**src/include/flash_host_pkg.sv**
```systemverilog
package flash_host_pkg;

    // clock and pin timing, figures in ns
    localparam int CLK_NS             = 5;
    localparam int T_CE_NS            = 100;
    localparam int T_WP_NS            = 50;
    localparam int T_WPH_NS           = 30;
    localparam int MIN_CLEAR_PULSE_NS = 500;
    localparam int CLEAR_RECOVERY_NS  = 50;
    localparam int T_READY_NS         = 20000;

    // least times round up to whole cycles
    localparam logic [12:0] CE_CYC    = 13'((T_CE_NS + CLK_NS - 1) / CLK_NS);
    localparam logic [12:0] WP_CYC    = 13'((T_WP_NS + CLK_NS - 1) / CLK_NS);
    localparam logic [12:0] WPH_CYC   = 13'((T_WPH_NS + CLK_NS - 1) / CLK_NS);
    localparam logic [12:0] RP_CYC    = 13'((MIN_CLEAR_PULSE_NS + CLK_NS - 1) / CLK_NS);
    localparam logic [12:0] RH_CYC    = 13'((CLEAR_RECOVERY_NS + CLK_NS - 1) / CLK_NS);
    localparam logic [12:0] READY_CYC = 13'((T_READY_NS + CLK_NS - 1) / CLK_NS);

    // register byte offsets of the command port
    localparam logic [7:0] CMD_OFS    = 8'h00;
    localparam logic [7:0] ADDR_OFS   = 8'h04;
    localparam logic [7:0] DATA_OFS   = 8'h08;
    localparam logic [7:0] CFG_OFS    = 8'h0C;
    localparam logic [7:0] STATUS_OFS = 8'h10;

    // command codes written to the command register
    localparam logic [1:0] OP_READ  = 2'h1;
    localparam logic [1:0] OP_WRITE = 2'h2;
    localparam logic [1:0] OP_CLEAR = 2'h3;

    // field positions
    localparam int CFG_BYTE_BIT    = 0;
    localparam int CFG_ACCEL_BIT   = 1;
    localparam int ST_BUSY_BIT     = 0;
    localparam int ST_READY_BIT    = 1;
    localparam int ST_ABORT_BIT    = 2;
    localparam int ST_REFUSED_BIT  = 3;
    localparam int ST_TIMEOUT_BIT  = 4;

    // reset values
    localparam logic [20:0] ADDR_RST = 21'h00_0000;
    localparam logic [15:0] DATA_RST = 16'h0000;
    localparam logic [1:0]  CFG_RST  = 2'h0;

    // control pins toward the flash
    typedef struct packed {
        logic [19:0] addr;
        logic        chip_select_n;
        logic        output_enable_n;
        logic        write_strobe_n;
        logic        hw_clear_n;
        logic        width_select_n;
        logic        protect_accel_pin;
    } flash_pins_t;

    typedef enum logic [2:0] {
        ST_IDLE, ST_READ, ST_WRITE, ST_WRITE_REC, ST_CLEAR_LOW, ST_CLEAR_WAIT, ST_CLEAR_REC
    } host_state_t;

endpackage

```
**src/core/flash_host_ctrl.sv**
```systemverilog
// Added by the designer: the strobed register port and the address map.
`timescale 1ns/1ps
module flash_host_ctrl
    import flash_host_pkg::*;
(
    // clock and reset
    input  wire logic                       clk_in,
    input  wire logic                       rst_n_in,
    // command port
    input  wire logic [7:0]                 reg_addr_in,
    input  wire logic [31:0]                reg_wdata_in,
    input  wire logic                       reg_write_in,
    input  wire logic                       reg_read_in,
    output logic      [31:0]                reg_rdata_out,
    // flash pins
    output flash_host_pkg::flash_pins_t     pins_out,
    output logic      [15:0]                dq_out,
    output logic      [15:0]                dq_oe_out,
    input  wire logic [15:0]                dq_in,
    input  wire logic                       done_flag_in
);
    import flash_host_pkg::*;

    host_state_t state, next_state;
    logic [12:0] cnt, next_cnt;
    logic [20:0] addr_reg, next_addr_reg;
    logic [15:0] wdata, next_wdata;
    logic [15:0] rdata, next_rdata;
    logic [1:0]  cfg, next_cfg;
    logic        aborted, next_aborted;
    logic        refused, next_refused;
    logic        timeout, next_timeout;
    flash_pins_t next_pins;
    logic [15:0] next_dq, next_dq_oe;
    logic [31:0] next_rd;
    logic        cmd_wr;
    logic        byte_mode;

    // decode of a register offset, used by both strobes
    function automatic logic hit(input logic [7:0] a, input logic [7:0] ofs);
        return a == ofs;
    endfunction

    assign cmd_wr    = reg_write_in && hit(reg_addr_in, CMD_OFS);
    assign byte_mode = cfg[CFG_BYTE_BIT];

    ////////////////////////////////////////////////////////////////////////////
    // sequencer: one pin cycle per command, pins idle in standby between them
    always_comb begin
        next_state   = state;
        next_cnt     = cnt;
        next_rdata   = rdata;
        next_aborted = aborted;
        next_refused = refused;
        next_timeout = timeout;
        next_pins    = pins_out;
        next_dq      = dq_out;
        next_dq_oe   = dq_oe_out;
        // status clears are write-one; set below wins over them
        if (reg_write_in && hit(reg_addr_in, STATUS_OFS)) begin
            next_aborted = aborted && !reg_wdata_in[ST_ABORT_BIT];
            next_refused = refused && !reg_wdata_in[ST_REFUSED_BIT];
            next_timeout = timeout && !reg_wdata_in[ST_TIMEOUT_BIT];
        end
        if (cmd_wr && state != ST_IDLE) begin
            next_refused = 1'b1;
        end
        unique case (state)
            ST_IDLE: begin
                next_pins.chip_select_n   = 1'b1;
                next_pins.output_enable_n = 1'b1;
                next_pins.write_strobe_n  = 1'b1;
                next_pins.hw_clear_n      = 1'b1;
                next_pins.width_select_n  = !byte_mode;
                next_pins.protect_accel_pin = 1'b0;
                next_dq_oe = 16'h0000;
                next_cnt   = 13'h0000;
                if (cmd_wr) begin
                    next_pins.addr = addr_reg[20:1];
                    // narrow mode drives top line as address lsb
                    next_dq    = {addr_reg[0], 7'h00, wdata[7:0]};
                    if (byte_mode) begin
                        next_dq = {addr_reg[0], 7'h00, wdata[7:0]};
                    end else begin
                        next_dq = wdata;
                    end
                    next_dq_oe = byte_mode ? 16'h8000 : 16'h0000;
                    unique case (reg_wdata_in[1:0])
                        OP_READ: begin
                            next_pins.chip_select_n   = 1'b0;
                            next_pins.output_enable_n = 1'b0;
                            next_state = ST_READ;
                        end
                        OP_WRITE: begin
                            // write levels, output enable stays high
                            next_pins.chip_select_n  = 1'b0;
                            next_pins.write_strobe_n = 1'b0;
                            // accel level only in program writes
                            next_pins.protect_accel_pin = cfg[CFG_ACCEL_BIT];
                            next_dq_oe = byte_mode ? 16'h80FF : 16'hFFFF;
                            next_state = ST_WRITE;
                        end
                        OP_CLEAR: begin
                            // flag an operation the clear pulse will abort
                            if (!done_flag_in) begin
                                next_aborted = 1'b1;
                            end
                            next_pins.hw_clear_n = 1'b0;
                            next_dq_oe = 16'h0000;
                            next_state = ST_CLEAR_LOW;
                        end
                        default: begin
                            next_dq_oe = 16'h0000;
                        end
                    endcase
                end
            end
            ST_READ: begin
                next_cnt = cnt + 13'h0001;
                // data taken only after full select access time
                if (cnt + 13'h0001 >= CE_CYC) begin
                    // narrow reads keep only the low byte
                    next_rdata = byte_mode ? {8'h00, dq_in[7:0]} : dq_in;
                    next_pins.chip_select_n   = 1'b1;
                    next_pins.output_enable_n = 1'b1;
                    next_dq_oe = 16'h0000;
                    next_state = ST_IDLE;
                end
            end
            ST_WRITE: begin
                // each command cycle is one write; short mode needs two
                next_cnt = cnt + 13'h0001;
                if (cnt + 13'h0001 >= WP_CYC) begin
                    next_pins.write_strobe_n = 1'b1;
                    next_cnt   = 13'h0000;
                    next_state = ST_WRITE_REC;
                end
            end
            ST_WRITE_REC: begin
                // data and select held past the rising strobe edge
                next_cnt = cnt + 13'h0001;
                if (cnt + 13'h0001 >= WPH_CYC) begin
                    next_pins.chip_select_n     = 1'b1;
                    next_pins.protect_accel_pin = 1'b0;
                    next_dq_oe = 16'h0000;
                    next_state = ST_IDLE;
                end
            end
            ST_CLEAR_LOW: begin
                // hold the clear pulse for its least width
                next_cnt = cnt + 13'h0001;
                if (cnt + 13'h0001 >= RP_CYC) begin
                    next_pins.hw_clear_n = 1'b1;
                    next_cnt   = 13'h0000;
                    next_state = ST_CLEAR_WAIT;
                end
            end
            ST_CLEAR_WAIT: begin
                // wait for the busy flag, bounded by the ready interval
                next_cnt = cnt + 13'h0001;
                if (done_flag_in || cnt + 13'h0001 >= READY_CYC) begin
                    next_timeout = next_timeout || !done_flag_in;
                    next_cnt   = 13'h0000;
                    next_state = ST_CLEAR_REC;
                end
            end
            ST_CLEAR_REC: begin
                // recovery before any read is allowed
                next_cnt = cnt + 13'h0001;
                if (cnt + 13'h0001 >= RH_CYC) begin
                    next_state = ST_IDLE;
                end
            end
        endcase
    end

    always_ff @(posedge clk_in or negedge rst_n_in) begin
        if (!rst_n_in) begin
            state     <= ST_IDLE;
            cnt       <= 13'h0000;
            rdata     <= DATA_RST;
            aborted   <= 1'b0;
            refused   <= 1'b0;
            timeout   <= 1'b0;
            pins_out  <= '{addr: 20'h0_0000, chip_select_n: 1'b1, output_enable_n: 1'b1,
                           write_strobe_n: 1'b1, hw_clear_n: 1'b1, width_select_n: 1'b1,
                           protect_accel_pin: 1'b0};
            dq_out    <= 16'h0000;
            dq_oe_out <= 16'h0000;
        end else begin
            state     <= next_state;
            cnt       <= next_cnt;
            rdata     <= next_rdata;
            aborted   <= next_aborted;
            refused   <= next_refused;
            timeout   <= next_timeout;
            pins_out  <= next_pins;
            dq_out    <= next_dq;
            dq_oe_out <= next_dq_oe;
        end
    end

    ////////////////////////////////////////////////////////////////////////////
    // command port registers; writes land at once, read data one cycle later
    always_comb begin
        next_addr_reg = addr_reg;
        next_wdata    = wdata;
        next_cfg      = cfg;
        next_rd       = 32'h0000_0000;
        // settings change only between cycles so pins never glitch mid-cycle
        if (reg_write_in && state == ST_IDLE) begin
            if (hit(reg_addr_in, ADDR_OFS)) begin
                next_addr_reg = reg_wdata_in[20:0];
            end
            if (hit(reg_addr_in, DATA_OFS)) begin
                next_wdata = reg_wdata_in[15:0];
            end
            if (hit(reg_addr_in, CFG_OFS)) begin
                next_cfg = reg_wdata_in[1:0];
            end
        end
        if (reg_read_in) begin
            if (hit(reg_addr_in, ADDR_OFS)) begin
                next_rd = {11'h000, addr_reg};
            end else if (hit(reg_addr_in, DATA_OFS)) begin
                next_rd = {16'h0000, rdata};
            end else if (hit(reg_addr_in, CFG_OFS)) begin
                next_rd = {30'h0000_0000, cfg};
            end else if (hit(reg_addr_in, STATUS_OFS)) begin
                next_rd = {27'h000_0000, timeout, refused, aborted, done_flag_in,
                           state != ST_IDLE};
            end
        end
    end

    always_ff @(posedge clk_in or negedge rst_n_in) begin
        if (!rst_n_in) begin
            addr_reg      <= ADDR_RST;
            wdata         <= DATA_RST;
            cfg           <= CFG_RST;
            reg_rdata_out <= 32'h0000_0000;
        end else begin
            addr_reg      <= next_addr_reg;
            wdata         <= next_wdata;
            cfg           <= next_cfg;
            reg_rdata_out <= next_rd;
        end
    end

    ////////////////////////////////////////////////////////////////////////////
    // helper counters seen only by the checks below
    logic [12:0] ce_low_cnt;
    logic [12:0] clr_low_cnt;
    logic [12:0] since_clr;
    always_ff @(posedge clk_in or negedge rst_n_in) begin
        if (!rst_n_in) begin
            ce_low_cnt  <= 13'h0000;
            clr_low_cnt <= 13'h0000;
            since_clr   <= 13'h1FFF;
        end else begin
            ce_low_cnt  <= pins_out.chip_select_n ? 13'h0000 : ce_low_cnt + 13'h0001;
            clr_low_cnt <= pins_out.hw_clear_n ? 13'h0000 : clr_low_cnt + 13'h0001;
            if (!pins_out.hw_clear_n) begin
                since_clr <= 13'h0000;
            end else if (since_clr != 13'h1FFF) begin
                since_clr <= since_clr + 13'h0001;
            end
        end
    end

    a_write_levels: assert property (@(posedge clk_in) disable iff (!rst_n_in)
        !pins_out.write_strobe_n |-> !pins_out.chip_select_n && pins_out.output_enable_n)
        else $error("write strobe low without select or with output enable");
    a_read_levels: assert property (@(posedge clk_in) disable iff (!rst_n_in)
        !pins_out.output_enable_n |-> !pins_out.chip_select_n && pins_out.write_strobe_n)
        else $error("output enable low outside a proper read");
    a_read_access: assert property (@(posedge clk_in) disable iff (!rst_n_in)
        $rose(pins_out.output_enable_n) && $past(state) == ST_READ |->
            $past(ce_low_cnt) + 13'h0001 >= CE_CYC)
        else $error("read data taken before select access time");
    a_accel_write_only: assert property (@(posedge clk_in) disable iff (!rst_n_in)
        pins_out.protect_accel_pin |-> !pins_out.chip_select_n && pins_out.output_enable_n
            && pins_out.hw_clear_n)
        else $error("accelerate level outside a program write");
    a_clear_width: assert property (@(posedge clk_in) disable iff (!rst_n_in)
        $rose(pins_out.hw_clear_n) |-> $past(clr_low_cnt) + 13'h0001 >= RP_CYC)
        else $error("clear pulse shorter than its least width");
    a_clear_recovery: assert property (@(posedge clk_in) disable iff (!rst_n_in)
        $fell(pins_out.output_enable_n) |-> since_clr >= RH_CYC)
        else $error("read started inside clear recovery");
    a_narrow_lines: assert property (@(posedge clk_in) disable iff (!rst_n_in)
        !pins_out.width_select_n |-> dq_oe_out[14:8] == 7'h00)
        else $error("middle data lines driven in narrow mode");
    a_idle_standby: assert property (@(posedge clk_in) disable iff (!rst_n_in)
        state == ST_IDLE && $past(state) == ST_IDLE |=>
            pins_out.chip_select_n && pins_out.hw_clear_n || state != ST_IDLE)
        else $error("pins not in standby while idle");
    a_ready_bound: assert property (@(posedge clk_in) disable iff (!rst_n_in)
        state == ST_CLEAR_WAIT |-> cnt < READY_CYC)
        else $error("waited past the ready interval");

endmodule

```
**config.mk**
```make
export PLATFORM = sky130hd
export DESIGN_NAME = flash_host_ctrl
export DESIGN_NICKNAME = d
export VERILOG_FILES = /design/src/include/flash_host_pkg.sv /design/src/core/flash_host_ctrl.sv
export SDC_FILE = /design/constraint.sdc
export NUM_CORES = 1
export LEC_CHECK = 0
export BUFFER_PORTS_ARGS = -buffer_cell sky130_fd_sc_hd__buf_2
export CAP_MARGIN = 15
export CORE_MARGIN = 1
export CORE_UTILIZATION = 30
export CTS_BUF_LIST = sky130_fd_sc_hd__clkbuf_4 sky130_fd_sc_hd__clkbuf_8 sky130_fd_sc_hd__clkbuf_16
export DETAILED_ROUTE_END_ITERATION = 10
export GPL_TIMING_DRIVEN = 1
export PLACE_DENSITY = 0.51
export SYNTH_ARGS = -nofsm -noshare
export SYNTH_HDL_FRONTEND = slang
export SYNTH_SLANG_ARGS = --single-unit
```
**constraint.sdc**
```tcl
create_clock -name clk_in -period 3.2 [get_ports clk_in]
set_input_delay 0.32 -clock clk_in [delete_from_list [all_inputs] [get_ports clk_in]]
set_output_delay 0.32 -clock clk_in [all_outputs]
set_load 0.05 [all_outputs]
```
==> impl_metrics.csv <==
group,metric,value,unit
die,die_x,150,µm
synthesis,seq_area_frac_synth,0.537,
detailed_routing,drtIter0Drc,173,
cells_and_area,final_nets,813,
critical_path,crit_path_top_delay_cell,"dfrtp_1",
clock_network,cts-hold-fix-buffers,1,
cells_and_area,largest_register_ffs,26,
clock_network,cts.htree.levels,4,
critical_path,path_cells,"ha_1, and3_1, xnor2_1, a31oi_2, or3_1, o211ai_4, buf_4, o21ai_0",
detailed_routing,drt-total-wl,16500,µm
grt,grt_pass1_wl,26500,µm
timing,final-hold-violation-count,0,
power,p_clk_frac,0.406,
synthesis,synthTopCellsByArea,"dfrtp_1 (52%), nand2_1 (7.9%), mux2_2 (7.6%)",
detailed_routing,routed_via_density,4.69,
clock_network,path_clk_slew,60,ps
clock_network,clock_latency,410,ps
cells_and_area,layout_commonest_cell,"nand2_1",
power,switchingPower,1.42,mW
clock_network,clk_path_buf_depth,2,
grt,grt-ovfl-total,0,
cells_and_area,n_fill_cell,2141,
grt,track_usage,0.155,
synthesis,avgSynthCellArea,10.5,µm²
critical_path,slowest_delay,510,ps
detailed_routing,dr.pass1.iters,4,
cells_and_area,drive_above_1_share,0.326,
power,power_leakage,4.11,nW
detailed_routing,wl_per_cell,16.0,µm
placement,portBuffers,128,
die,rows,53,
synthesis,mappedNetlistArea,6530,µm²
placement,place_area,7400,µm²
power,peakVddDrop,302,µV
clock_network,cts_buffers,17,
timing,period_share,0.898,
detailed_routing,final_antenna_net_count,0,
detailed_routing,vias,4853,
power,pwr-share-comb,0.165,
power,pwr_density_cell,603,nW/µm²
timing,setup_ws,327,ps
outcome,outcome,"complete, no violations",
clock_network,root_buffer,"clkbuf_16",
placement,post-place-ws,274,ps
synthesis,yosysTopAreaCell,"dfrtp_1",
timing,final_max_slew_viol_count,0,
timing,max_slew_margin,0.551,
placement,gp_congestion,0.792,
clock_network,post_cts_buffers,0,
die,pin_count,151,
timing,worstMarginPinSlew,674,ps
placement,dp_hpwl,11900,µm
power,sw_frac_of_total,0.294,
power,totalPowerFinal,4.83,mW
die,start_util,0.309,
timing,whs,117,ps
die,core_area,21200,µm²
critical_path,endpoint_kind,"flip-flop",
timing,finalSetupViolCount,0,
run,cap_violations,0,
critical_path,cp-start-kind,"flip-flop",
clock_network,cts_resized,0,
synthesis,synth_top_area_frac,0.517,
grt,grt_start_max_net_pins,72,
critical_path,crit_type,"flip-flop to flip-flop",
synthesis,ys_ff_latch,140,
cells_and_area,finalInstanceArea,8010,µm²
critical_path,crit_required,3490,ps
synthesis,async_flop_share,1.00,
critical_path,critical_path_arrival,3160,ps
grt,grt_pass1_vias,4810,
power,internal_power,3.41,mW
synthesis,ys_warn_count,0,
detailed_routing,route.detailed.drc,0,
timing,fmax,0.348,GHz
synthesis,synth_edf_count,0,
timing,finalSetupTns,0,ps
grt,antenna_found_initial,1,
clock_network,tritoncts,"built",
die,die-height,150,µm
power,seqPwrFrac,0.430,
critical_path,cp_max_fo,16,
timing,min_period,2870,ps
timing,rsz0062_at_grt,"false",
synthesis,ys_types,67,
synthesis,syn_inst,624,
timing,fin_worst_skew,7.44,ps
hold_path,hold_path_class,"input port to flip-flop",
cells_and_area,final_cell_mix,"nand2_1 (137), dfrtp_1 (135), buf_2 (127)",
cells_and_area,areaGrowthSynthToFinish,22.6,%
die,dieArea,22400,µm²
synthesis,synthFlopType,"dfrtp_1",
clock_network,cts_num_sinks,140,
[logic make-up (layout without fill, tap and decap cells)]
kind of cell    Yosys count  count (layout)  share of synthesized area
compound gates           99              99                      0.115
xor+xnor                 13              13                     0.0174
mux                      49              49                     0.0841
fa+ha+maj                 6               6                     0.0115
buf+inv                  72             196                     0.0601
other cells               1              12                   0.000574
simple gates            244             244                      0.174
flops                   140             140                      0.537
[power by group through the flow]
stage	Combinational, mW	Clock [mW]	Sequential (mW)
2_1_floorplan	0.577	0	2.06
3_3_place_gp	0.807	0	2.11
3_5_place_dp	0.805	0	2.11
4_1_cts	0.808	2.02	2.07
5_1_grt	0.900	2.10	2.10
6_report	0.795	1.96	2.08
[per-layer routing]
metal  share of wire  track usage  vias up
met1            0.47        0.211     2355
met3           0.050       0.0354       13
met5               0            0        -
met2            0.47        0.245      116
met4           0.011       0.0418        0
li1                -            -     2369
[area by class of cell]
class / count / area (µm²) / area share
clock inverter: 12 / 140 / 0.0175
antenna: 1 / 2.50 / 0.000312
sequential: 140 / 3510 / 0.438
timing repair buffer: 154 / 845 / 0.105
inverter: 11 / 41.3 / 0.00516
clock buffer: 19 / 453 / 0.0566
multi-input combinational: 422 / 2670 / 0.334
tap: 275 / 344 / 0.0430
[critical path, delay by kind of cell (launching register included)]
| kind | cells | cell delay [ps] |
|---|---|---|
| adder cells (fa/ha/maj) | 1 | 290 |
| AND/OR/NAND/NOR | 2 | 770 |
| XOR/XNOR | 1 | 160 |
| buffers and inverters | 1 | 280 |
| AO/OA/AOI/OAI | 3 | 740 |
| flip-flops | 1 | 510 |
[cells in the mapped netlist (4+ instances only)]
| cell | number |
|---|---|
| a21boi_0 | 6 |
| a21oi_1 | 10 |
| a22o_1 | 14 |
| a22oi_1 | 5 |
| and2_1 | 8 |
| and3_1 | 8 |
| buf_1 | 6 |
| buf_2 | 5 |
| buf_4 | 29 |
| clkbuf_1 | 20 |
| dfrtp_1 | 135 |
| dfstp_2 | 5 |
| ha_1 | 6 |
| inv_1 | 11 |
| mux2_2 | 44 |
| nand2_1 | 137 |
| nand2b_1 | 11 |
| nand3_1 | 12 |
| nand3b_1 | 9 |
| nand4_1 | 4 |
| nor2_1 | 28 |
| nor3_1 | 7 |
| nor4_1 | 4 |
| o21ai_0 | 20 |
| o22ai_1 | 5 |
| xnor2_1 | 10 |
[worst paths after layout]
kind / start / endpoint / slack (ps) / cells after the start
max in group asynchronous: rst_n_in / pins_out[1] / 1860 / 3
min in group asynchronous: rst_n_in / pins_out[24] / 480 / 2
worst max-delay path: cnt[0] / rdata[14] / 330 / 8
worst max register to register: cnt[0] / rdata[14] / 330 / 8
worst min-delay path: dq_in[6] / rdata[6] / 120 / 2
worst min register to register: pins_out[19] / pins_out[19] / 460 / 2
[metrics by stage]
stage                     std cells   util
after floorplan                 634      -
after global placement         1001  0.350
after detailed placement       1001  0.350
after CTS                      1033  0.378
after global routing           1034  0.379
final                          1034  0.379
Note: power is estimated with default switching activity, not from simulation.
